File: config.mk
export PLATFORM = sky130hd
export DESIGN_NAME = swwd_core
export DESIGN_NICKNAME = d
export VERILOG_FILES = /design/src/logic/swwd_pkg.sv /design/src/logic/swwd_core.sv
export SDC_FILE = /design/constraint.sdc
export NUM_CORES = 1
export LEC_CHECK = 0
export BUFFER_PORTS_ARGS = -buffer_cell sky130_fd_sc_hd__buf_4
export CORE_ASPECT_RATIO = 1.5
export CORE_MARGIN = 2
export CORE_UTILIZATION = 42
export CTS_BUF_LIST = sky130_fd_sc_hd__clkbuf_2
export CTS_CLUSTER_DIAMETER = 60
export DETAILED_ROUTE_END_ITERATION = 8
export PLACE_DENSITY = 0.72
export SETUP_SLACK_MARGIN = 0.5
export SYNTH_ARGS = -nofsm -noshare
export SYNTH_HDL_FRONTEND = slang
export SYNTH_SLANG_ARGS = --single-unit
File: constraint.sdc
create_clock -name clock -period 6.3 [get_ports clock]
set_clock_uncertainty 0.05 [all_clocks]
set_input_delay 0.63 -clock clock [delete_from_list [all_inputs] [get_ports clock]]
set_output_delay 0.63 -clock clock [all_outputs]
set_load 0.02 [all_outputs]
File: src/logic/swwd_pkg.sv
// Shared constants and types for the supervisor with window watchdog.
// Assumes a 10 MHz core clock; all intervals are counted in its cycles.
package swwd_pkg;

  // ------------------------------------------------------------------
  // Timebase
  // ------------------------------------------------------------------
  localparam int unsigned CLK_HZ      = 10_000_000;
  localparam int unsigned CYC_PER_US  = CLK_HZ / 1_000_000;
  localparam int unsigned CYC_PER_MS  = CLK_HZ / 1_000;
  localparam int unsigned CNT_W       = 24;

  // ------------------------------------------------------------------
  // Intervals in their own units, then in cycles
  // ------------------------------------------------------------------
  localparam int unsigned RST_HOLD_MS   = 200;
  localparam int unsigned WDL_FLOAT_MS  = 800;
  localparam int unsigned WDU_FLOAT_MS  = 1600;
  localparam int unsigned WDL_PULLUP_US = 1850;   // 1.85 ms
  localparam int unsigned WDU_PULLUP_US = 11000;  // 11.0 ms
  localparam int unsigned PROBE_US      = 381;
  localparam int unsigned SETTLE_US     = 150;
  localparam int unsigned RST_HOLD_CYC   = RST_HOLD_MS * CYC_PER_MS;
  localparam int unsigned WDL_FLOAT_CYC  = WDL_FLOAT_MS * CYC_PER_MS;
  localparam int unsigned WDU_FLOAT_CYC  = WDU_FLOAT_MS * CYC_PER_MS;
  localparam int unsigned WDL_PULLUP_CYC = WDL_PULLUP_US * CYC_PER_US;
  localparam int unsigned WDU_PULLUP_CYC = WDU_PULLUP_US * CYC_PER_US;
  localparam logic [CNT_W-1:0] PROBE_CYC  = CNT_W'(PROBE_US * CYC_PER_US);
  localparam logic [CNT_W-1:0] SETTLE_CYC = CNT_W'(SETTLE_US * CYC_PER_US);
  // Timing-select probe: quiet sense, then charge-time thresholds
  localparam logic [CNT_W-1:0] SENSE_CYC  = 24'h000008;
  localparam logic [CNT_W-1:0] FLOAT_MAX  = 24'h000010;
  localparam logic [11:0]      CAP_LO_MUL = 12'h020;
  localparam logic [11:0]      CAP_UP_MUL = 12'h040;

  // ------------------------------------------------------------------
  // Register map (byte addresses) and reset values
  // ------------------------------------------------------------------
  localparam logic [7:0] REG_STATUS  = 8'h00;
  localparam logic [7:0] REG_IRQ_EN  = 8'h04;
  localparam logic [7:0] REG_IRQ_CLR = 8'h08;
  localparam logic [7:0] REG_STATE   = 8'h0C;
  localparam logic [7:0] REG_CAPCNT  = 8'h10;
  localparam logic [2:0] IRQ_EN_RST  = 3'h0;
  localparam int unsigned EV_RESET = 0;  // reset output asserted
  localparam int unsigned EV_FAULT = 1;  // window violation
  localparam int unsigned EV_PROBE = 2;  // timing-select probe done

  // ------------------------------------------------------------------
  // Types
  // ------------------------------------------------------------------
  typedef enum logic [1:0] {MODE_FLOAT, MODE_PULLUP, MODE_CAP} swwd_mode_t;
  typedef enum logic [1:0] {PR_IDLE, PR_SENSE, PR_RUN, PR_DONE} swwd_probe_t;
  typedef enum logic [1:0] {WD_OFF, WD_SETTLE, WD_FIRST, WD_WINDOW} swwd_wd_t;

  typedef struct packed {
    logic uv_low;     // comparator: supply below threshold
    logic mr_n;       // manual reset pin level
    logic mr_drv;     // manual reset pin actively driven
    logic kick;       // watchdog kick pin level
    logic wd_en;      // watchdog enable pin level
    logic cwd_high;   // timing-select pin above its threshold
  } swwd_pins_t;

endpackage : swwd_pkg

File: src/logic/swwd_core.sv
// Digital core of a supply supervisor with a window watchdog.
// Assumes pins arrive asynchronously and open-drain pads resolve levels.
`timescale 1ns/1ps
module swwd_core
  import swwd_pkg::*;
#(
  parameter int unsigned HOLD_CYC  = RST_HOLD_CYC,
  parameter int unsigned WDL_F_CYC = WDL_FLOAT_CYC,
  parameter int unsigned WDU_F_CYC = WDU_FLOAT_CYC,
  parameter int unsigned WDL_P_CYC = WDL_PULLUP_CYC,
  parameter int unsigned WDU_P_CYC = WDU_PULLUP_CYC
) (
  input  wire logic        clock,                   // 10 MHz core clock
  input  wire logic        resetn,                  // Sync power-on reset
  input  wire logic        undervoltage_low,        // Supply comparator
  input  wire logic        manual_reset_n,          // Manual reset pin
  input  wire logic        manual_reset_drv,        // Pin is driven
  input  wire logic        watchdog_kick_in,        // Kick pin
  input  wire logic        watchdog_enable_pin,     // Watchdog enable
  input  wire logic        window_timing_select_pin,// Pin above threshold
  output logic             timing_charge_en,        // Charge current on
  output logic             reset_out_n_o,           // Open-drain value
  output logic             reset_out_n_oe,          // Pulls reset low
  output logic             watchdog_fault_out_n_o,  // Open-drain value
  output logic             watchdog_fault_out_n_oe, // Pulls fault low
  output logic             irq,                     // Level interrupt
  input  wire logic [7:0]  reg_addr,                // Register address
  input  wire logic [31:0] reg_wdata,               // Write data
  input  wire logic        reg_wr,                  // Write strobe
  input  wire logic        reg_rd,                  // Read strobe
  output logic      [31:0] reg_rdata                // Data, cycle after
);

  // ------------------------------------------------------------------
  // Input synchronisers
  // ------------------------------------------------------------------
  swwd_pins_t pins_raw;
  swwd_pins_t meta_r, sync_r, prev_r;
  swwd_pins_t meta_nxt, sync_nxt, prev_nxt;
  logic       mr_low, cause, kick_fall;

  assign pins_raw = '{uv_low:   undervoltage_low,
                      mr_n:     manual_reset_n,
                      mr_drv:   manual_reset_drv,
                      kick:     watchdog_kick_in,
                      wd_en:    watchdog_enable_pin,
                      cwd_high: window_timing_select_pin};

  // Two stages per pin, plus a delayed copy for the kick edge; the first stage feeds no logic
  always_comb begin
    meta_nxt = pins_raw;
    sync_nxt = meta_r;
    prev_nxt = sync_r;
  end

  always_ff @(posedge clock) begin
    if (!resetn) begin
      meta_r <= '{uv_low: 1'b1, mr_n: 1'b1, mr_drv: 1'b0, kick: 1'b1,
                  wd_en: 1'b0, cwd_high: 1'b0};
      sync_r <= '{uv_low: 1'b1, mr_n: 1'b1, mr_drv: 1'b0, kick: 1'b1,
                  wd_en: 1'b0, cwd_high: 1'b0};
      prev_r <= '{uv_low: 1'b1, mr_n: 1'b1, mr_drv: 1'b0, kick: 1'b1,
                  wd_en: 1'b0, cwd_high: 1'b0};
    end else begin
      meta_r <= meta_nxt;
      sync_r <= sync_nxt;
      prev_r <= prev_nxt;
    end
  end

  // Undriven manual reset pin counts as high (internal pull-up)
  assign mr_low    = sync_r.mr_drv & ~sync_r.mr_n;
  assign cause     = sync_r.uv_low | mr_low;
  // Edge seen on synced copies; pulses shorter than a cycle may be lost
  assign kick_fall = prev_r.kick & ~sync_r.kick;

  // ------------------------------------------------------------------
  // Timing-select probe
  // ------------------------------------------------------------------
  swwd_probe_t      pr_r, pr_nxt;
  logic [CNT_W-1:0] pr_cnt_r, pr_cnt_nxt;
  logic [CNT_W-1:0] cap_r, cap_nxt;
  logic             rose_r, rose_nxt;
  swwd_mode_t       mode_r, mode_nxt;
  logic             chg_r, chg_nxt;
  logic             rst_act_r;

  // Restarts whenever a reset cause is present, runs once it clears
  always_comb begin
    pr_nxt     = pr_r;
    pr_cnt_nxt = pr_cnt_r + 1'b1;
    cap_nxt    = cap_r;
    rose_nxt   = rose_r;
    mode_nxt   = mode_r;
    chg_nxt    = 1'b0;
    case (pr_r)
      PR_IDLE: begin
        pr_cnt_nxt = '0;
        if (!cause) begin
          pr_nxt = PR_SENSE;
        end
      end
      PR_SENSE: begin
        // Charge off: only a pull-up reads high here
        if (pr_cnt_r == SENSE_CYC) begin
          rose_nxt   = 1'b0;
          pr_cnt_nxt = '0;
          if (sync_r.cwd_high) begin
            mode_nxt = MODE_PULLUP;
            rose_nxt = 1'b1;
          end
          pr_nxt  = PR_RUN;
          chg_nxt = ~sync_r.cwd_high;
        end
      end
      PR_RUN: begin
        chg_nxt = ~rose_r;
        if (!rose_r && sync_r.cwd_high) begin
          rose_nxt = 1'b1;
          cap_nxt  = pr_cnt_r;
          mode_nxt = (pr_cnt_r < FLOAT_MAX) ? MODE_FLOAT
                                            : MODE_CAP;
        end
        if (pr_cnt_r + SENSE_CYC >= PROBE_CYC - 1'b1) begin
          pr_nxt = PR_DONE;
          if (!rose_r && !sync_r.cwd_high) begin
            mode_nxt = MODE_CAP;                          // Saturated
            cap_nxt  = pr_cnt_r;
          end
        end
      end
      PR_DONE: begin
        pr_cnt_nxt = pr_cnt_r;
      end
      default: pr_nxt = PR_IDLE;
    endcase
    if (cause) begin
      pr_nxt = PR_IDLE;
    end
  end

  always_ff @(posedge clock) begin
    if (!resetn) begin
      pr_r     <= PR_IDLE;
      pr_cnt_r <= '0;
      cap_r    <= '0;
      rose_r   <= 1'b0;
      mode_r   <= MODE_FLOAT;
      chg_r    <= 1'b0;
    end else begin
      pr_r     <= pr_nxt;
      pr_cnt_r <= pr_cnt_nxt;
      cap_r    <= cap_nxt;
      rose_r   <= rose_nxt;
      mode_r   <= mode_nxt;
      chg_r    <= chg_nxt;
    end
  end

  // ------------------------------------------------------------------
  // Reset supervisor
  // ------------------------------------------------------------------
  logic [CNT_W-1:0] hold_r, hold_nxt;
  logic             rst_act_nxt;

  // Any cause restarts the full hold; release also waits for the probe
  always_comb begin
    rst_act_nxt = rst_act_r;
    hold_nxt    = hold_r;
    if (cause) begin
      rst_act_nxt = 1'b1;
      hold_nxt    = '0;
    end else if (rst_act_r) begin
      if (hold_r >= CNT_W'(HOLD_CYC - 1) && pr_r == PR_DONE) begin
        rst_act_nxt = 1'b0;
      end else if (hold_r < CNT_W'(HOLD_CYC - 1)) begin
        hold_nxt = hold_r + 1'b1;
      end
    end
  end

  always_ff @(posedge clock) begin
    if (!resetn) begin
      rst_act_r <= 1'b1;
      hold_r    <= '0;
    end else begin
      rst_act_r <= rst_act_nxt;
      hold_r    <= hold_nxt;
    end
  end

  // ------------------------------------------------------------------
  // Window watchdog
  // ------------------------------------------------------------------
  swwd_wd_t         wd_r, wd_nxt;
  logic [CNT_W-1:0] wcnt_r, wcnt_nxt, lo_bound, up_bound;
  logic             fault_r, fault_nxt, settle_r, settle_nxt;
  logic             wd_active, fault_ev;

  // Bound pair chosen by the probed timing-select mode
  always_comb begin
    case (mode_r)
      MODE_PULLUP: begin
        lo_bound = CNT_W'(WDL_P_CYC);
        up_bound = CNT_W'(WDU_P_CYC);
      end
      MODE_CAP: begin
        // Widened first so the product keeps its upper bits
        lo_bound = {12'h000, cap_r[11:0]}
                   * {12'h000, CAP_LO_MUL};
        up_bound = {12'h000, cap_r[11:0]}
                   * {12'h000, CAP_UP_MUL};
      end
      default: begin
        lo_bound = CNT_W'(WDL_F_CYC);
        up_bound = CNT_W'(WDU_F_CYC);
      end
    endcase
  end

  // Reset, manual reset or enable low all park the watchdog
  // Next reset value, so the fault pad lets go with the reset edge
  assign wd_active = ~rst_act_nxt & ~mr_low & sync_r.wd_en;

  // Violations restart the window; a good kick clears the fault
  always_comb begin
    wd_nxt     = wd_r;
    wcnt_nxt   = wcnt_r + 1'b1;
    fault_nxt  = fault_r;
    settle_nxt = settle_r | ~sync_r.wd_en;
    fault_ev   = 1'b0;
    case (wd_r)
      WD_OFF: begin
        wcnt_nxt = '0;
        if (wd_active) begin
          wd_nxt     = settle_r ? WD_SETTLE : WD_FIRST;
          settle_nxt = 1'b0;
        end
      end
      WD_SETTLE: begin
        if (wcnt_r >= SETTLE_CYC - 1'b1) begin
          wd_nxt   = WD_FIRST;
          wcnt_nxt = '0;
        end
      end
      WD_FIRST, WD_WINDOW: begin
        if (kick_fall) begin
          wcnt_nxt = '0;
          wd_nxt   = WD_WINDOW;
          if (wd_r == WD_WINDOW && wcnt_r < lo_bound) begin
            fault_nxt = 1'b1;
            fault_ev  = 1'b1;
          end else begin
            fault_nxt = 1'b0;
          end
        end else if (wcnt_r >= up_bound - 1'b1) begin
          wcnt_nxt  = '0;
          wd_nxt    = WD_WINDOW;
          fault_nxt = 1'b1;
          fault_ev  = 1'b1;
        end
      end
      default: wd_nxt = WD_OFF;
    endcase
    if (!wd_active) begin
      wd_nxt    = WD_OFF;
      fault_nxt = 1'b0;
      fault_ev  = 1'b0;
    end
  end

  always_ff @(posedge clock) begin
    if (!resetn) begin
      wd_r     <= WD_OFF;
      wcnt_r   <= '0;
      fault_r  <= 1'b0;
      settle_r <= 1'b0;
    end else begin
      wd_r     <= wd_nxt;
      wcnt_r   <= wcnt_nxt;
      fault_r  <= fault_nxt;
      settle_r <= settle_nxt;
    end
  end

  // ------------------------------------------------------------------
  // Registers, events and interrupt
  // ------------------------------------------------------------------
  logic [2:0]  sts_r, sts_nxt, ien_r, ien_nxt, ev;
  logic [31:0] rdata_r, rdata_nxt;
  logic        irq_r, irq_nxt, rst_prev_r;
  logic        pr_done_prev_r;

  assign ev[EV_RESET] = rst_act_r & ~rst_prev_r;
  assign ev[EV_FAULT] = fault_ev;
  assign ev[EV_PROBE] = (pr_r == PR_DONE) & ~pr_done_prev_r;

  // Sticky status: a new event wins over a same-cycle clear
  always_comb begin
    sts_nxt   = sts_r;
    ien_nxt   = ien_r;
    rdata_nxt = '0;
    if (reg_wr && reg_addr == REG_IRQ_CLR) begin
      sts_nxt = sts_r & ~reg_wdata[2:0];
    end
    if (reg_wr && reg_addr == REG_IRQ_EN) begin
      ien_nxt = reg_wdata[2:0];
    end
    sts_nxt = sts_nxt | ev;
    if (reg_rd) begin
      case (reg_addr)
        REG_STATUS: rdata_nxt = {29'h0, sts_r};
        REG_IRQ_EN: rdata_nxt = {29'h0, ien_r};
        REG_STATE:  rdata_nxt = {23'h0, wd_r, pr_r, mode_r, sync_r.wd_en,
                                 fault_r, rst_act_r};
        REG_CAPCNT: rdata_nxt = {8'h0, cap_r};
        default:    rdata_nxt = '0;
      endcase
    end
    irq_nxt = |(sts_nxt & ien_nxt);
  end

  always_ff @(posedge clock) begin
    if (!resetn) begin
      sts_r          <= '0;
      ien_r          <= IRQ_EN_RST;
      rdata_r        <= '0;
      irq_r          <= 1'b0;
      rst_prev_r     <= 1'b1;
      pr_done_prev_r <= 1'b0;
    end else begin
      sts_r          <= sts_nxt;
      ien_r          <= ien_nxt;
      rdata_r        <= rdata_nxt;
      irq_r          <= irq_nxt;
      rst_prev_r     <= rst_act_r;
      pr_done_prev_r <= (pr_r == PR_DONE);
    end
  end

  // ------------------------------------------------------------------
  // Outputs: open-drain pads only ever drive low
  // ------------------------------------------------------------------
  logic pad_low_r;

  always_ff @(posedge clock) begin
    pad_low_r <= 1'b0;
  end

  assign reset_out_n_o           = pad_low_r;
  assign reset_out_n_oe          = rst_act_r;
  assign watchdog_fault_out_n_o  = pad_low_r;
  assign watchdog_fault_out_n_oe = fault_r;
  assign timing_charge_en        = chg_r;
  assign irq                     = irq_r;
  assign reg_rdata               = rdata_r;

endmodule : swwd_core

==> PnR_summary.wiki <==
{| class="wikitable"
! Metric !! Value
|-
| Fin crit share || 70.03%
|-
| Final Wtd Congestion || 0.8717
|-
| Final cell area excluding filler cells || 8737 um2
|-
| Core area || 18620 um2
|-
| Power density of the placed cells || 176.0 nW/um2
|-
| Clock transition at path regs || 0.27 ns
|-
| GRT Residual Overflow || 0
|-
| Die X-Extent || 116.8 um
|-
| Final Max Tran Viols || 0
|-
| Clock root buffer || clkbuf_2
|-
| Total count of hold-check failures in the final report || 0
|-
| Total number of yosys warnings || 0
|-
| Mean instance size in the synthesized netlist || 8.539 um2
|-
| Setup slack at placement || 1.981 ns
|-
| Total die area || 20230 um2
|-
| Setup TNS after final layout || 0 ns
|-
| Initial antenna violation count || 1
|-
| Detailed Routing Iterations Pass 1 || 4
|-
| Detailed placer's ending HPWL || 12940 um
|-
| Share of the yosys chip area belonging to registers || 38.20%
|-
| Top_reg_cell synth || dfxtp_1
|-
| Setup violation total in the final timing report || 0
|-
| Arrival time at the worst endpoint || 5.10 ns
|-
| Number of buffers added by the clock tree synthesis step || 17
|-
| Drc violations || 0
|-
| Flip-flop and latch count after synthesis || 153
|-
| Number of gates resized after cts || 0
|-
| Number of ports placed on the die boundary || 88
|-
| Leakage || 3.378 nW
|-
| Sink count of the clock tree || 153
|-
| Clock insertion delay at the later pin of the skew report || 0.78 ns
|-
| Count of buffering cells on the critical path with inverters included || 1
|-
| Type of origin of the critical path || register
|-
| Filler Cell Count || 1851
|-
| Initial Util || 43.05%
|-
| Final setup margin || 1.888 ns
|-
| Height of the die || 173.2 um
|-
| Endpoint required time on the critical path || 6.99 ns
|-
| Per-cell routed wire length || 13.86 um
|-
| Via count || 6454
|-
| Result of the run || finished clean
|-
| Initial drt markers || 383
|-
| Clock tree buffer depth || 2
|-
| CTS tree || yes
|-
| Share of post-route cells with drive strength above 1 || 9.664%
|-
| Worst Hold Margin || 0.08379 ns
|-
| Peak clock frequency supported by timing || 226.6 MHz
|-
| Post-synthesis instance area || 8018 um2
|-
| Number of flops mapped to enable cells by yosys || 0
|-
| Total placed instance area || 8453 um2
|-
| Peak per-stage delay on the critical path || 0.58 ns
|-
| Slowest-stage cell, CP || a211oi_1
|-
| Max H-tree Level || 4
|-
| Number of antenna-violating nets in the routed design || 0
|-
| Number of placement rows || 61
|-
| Number of setup buffers added after CTS || 0
|-
| Largest vdd supply drop || 0.1040 mV
|-
| NumNets Final || 1073
|-
| Layout overhead on the synthesized area || 8.973%
|-
| Headroom to the max-slew limit || 28.64%
|-
| Maximum number of pins on one net before global-route repair || 76
|-
| Most Frequent Cell on Critical Path || ha_1
|-
| GRT Resource Usage Total || 17.89%
|-
| Share of flip-flops with an asynchronous set or reset || 0%
|-
| Actual slew at the worst max-slew pin || 1.043 ns
|-
| Endpoint kind of the worst setup timing path || register
|-
| Largest cells by area after synthesis || dfxtp_1, ha_1, nor2_1
|-
| Count of different cell masters after synthesis || 68
|-
| Cells traversed along the worst timing path || inv_1 -> ha_1 -> a211oi_1 -> nand2_1 -> nor3_1 -> a21oi_1 -> ha_1 -> nand4_1 -> or2_2 -> o2111ai_1 -> o21ai_0 -> o41ai_1 -> and2_1
|-
| Highest fanout seen on the critical path || 16
|-
| Setup Crit Path Kind || register to register
|-
| Type of the most critical hold path || input pin to register
|-
| Area share of the largest cell type after synthesis || 38.20%
|-
| Unrepaired setup endpoints after global routing || no
|-
| Final period demand of the worst path || 4.412 ns
|-
| Crit-path leading delay family || compound AO/OA/AOI/OAI gates
|-
| DRT Wirelength || 17130 um
|-
| Max-capacitance violation count || 0
|-
| Setup slack, reg-to-reg || 1.89 ns
|-
| # port buffers || 48
|-
| Via count of the first global-routing pass || 6370
|-
| First-pass GRT wire length || 29190 um
|-
| Average vias per placed instance || 5.222
|-
| Gate count after technology mapping || 939
|-
| Post-synth top area cell || dfxtp_1
|}
-- Yosys cell counts, types with 7 or more instances --
cell type / number
a21o_1: 9
a21oi_1: 33
a22oi_1: 9
a31oi_1: 7
and2_1: 18
and3_1: 35
buf_2: 10
buf_4: 11
clkbuf_1: 29
dfxtp_1: 153
ha_1: 53
inv_1: 29
mux2i_1: 30
nand2_1: 107
nand2b_1: 13
nand3_1: 31
nand4_1: 22
nor2_1: 118
nor2b_1: 11
nor3_1: 19
nor4_1: 15
o21ai_0: 14
xnor2_1: 46
xor2_1: 32
-- layout make-up --
cell class | count | area (um2) | area share, %
multi-input combinational | 711 | 4579 | 52.41
sequential | 153 | 3063 | 35.06
inverter | 30 | 112.6 | 1.289
antenna | 1 | 2.502 | 0.02864
clock buffer | 17 | 85.08 | 0.9738
clock inverter | 15 | 136.4 | 1.561
tap | 252 | 315.3 | 3.609
timing repair buffer | 57 | 442.9 | 5.069
-- path summary, 6_finish.rpt --
| check | from | end | cells after the start |
|---|---|---|---|
| hold / removal | reg_wr | ien_r[1]$_SDFF_PN0_ | 3 |
| hold reg to reg | meta_r[5]$_SDFF_PN1_ | prev_nxt[5]$_SDFF_PN1_ | 1 |
| setup reg to reg | mode_r[0]$_SDFFE_PN0P_ | sts_r[1]$_SDFF_PN0_ | 13 |
| setup / recovery | mode_r[0]$_SDFFE_PN0P_ | sts_r[1]$_SDFF_PN0_ | 13 |
-- cells in the final DEF, fill, tap and decap left out, drive strengths merged, types with 3 or more instances in the layout --
master / synthesis / layout
a211oi: 5 / 5
a21o: 9 / 9
a21oi: 33 / 33
a22oi: 9 / 9
a31oi: 7 / 7
and2: 19 / 19
and3: 35 / 35
and4: 5 / 5
and4b: 3 / 3
buf: 25 / 51
clkbuf: 29 / 17
clkinv: 1 / 7
conb: 1 / 10
dfxtp: 153 / 153
dlygate4sd3: 0 / 6
ha: 53 / 53
inv: 29 / 36
mux2: 3 / 3
mux2i: 30 / 30
nand2: 107 / 107
nand2b: 13 / 13
nand3: 31 / 31
nand4: 23 / 23
nor2: 118 / 118
nor2b: 11 / 11
nor3: 21 / 21
nor4: 15 / 15
o2111ai: 4 / 4
o211ai: 4 / 4
o21ai: 16 / 16
o31a: 3 / 3
o31ai: 4 / 4
or2: 5 / 5
or4: 5 / 5
xnor2: 46 / 46
xor2: 32 / 32
-- registers in the layout (all words and copies together), names as in the netlist, 2 cells and up --
register   count
cap_r         24
hold_r        24
pr_cnt_r      24
reg_rdata     24
wcnt_r        24
meta_r         6
prev_nxt       6
ien_r          3
sts_r          3
mode_r         2
pr_r           2
wd_r           2
-- per-stage QoR --
step	utilization [%]	total power [mW]	std cells
floorplan	-	1.026	948
global placement	45.39	1.037	1197
global route	46.92	1.601	1236
finish	46.92	1.538	1236
detailed placement	45.39	1.038	1197
CTS	46.90	1.559	1235
-- tightest hold or removal path, stage by stage --
cell and delay [ns]:
buf_4 0.12, nand3_1 0.06, a21oi_1 0.07
-- kinds of logic (layout without fill, tap and decap cells) --
| logic type | after synthesis | after routing | synth area share, % |
|---|---|---|---|
| AO/OA/AOI/OAI | 118 | 118 | 9.910 |
| XOR/XNOR | 78 | 78 | 8.521 |
| adder cells (fa/ha/maj) | 53 | 53 | 8.271 |
| buffers and inverters | 84 | 119 | 5.103 |
| flip-flops | 153 | 153 | 38.20 |
| multiplexers | 33 | 33 | 4.167 |
| other | 1 | 11 | 0.04677 |
| AND/OR/NAND/NOR | 419 | 419 | 25.78 |
-- where the power goes --
group / total, mW / leakage, nW / internal (mW) / switching, mW
combinational: 0.0448 / 2.01 / 0.0170 / 0.0278
clock: 0.515 / 0.134 / 0.120 / 0.395
sequential: 0.978 / 1.24 / 0.976 / 0.00245
total: 1.54 / 3.38 / 1.11 / 0.425
-- repair_timing --
action                                  CTS  global route
endpoints found under the setup margin    0             0
hold endpoints to repair                  6             0
hold buffers                              6             0
-- layer usage --
metal  part of all wire, %  vias to the layer above  track usage [%]
li1                      -                     3299                -
met1                    41                     3039            19.60
met2                    54                       89            32.42
met3                   2.3                       27            3.706
met4                   2.8                        0            7.794
met5                     0                        -                0
Note: power is estimated with default switching activity, not from simulation.
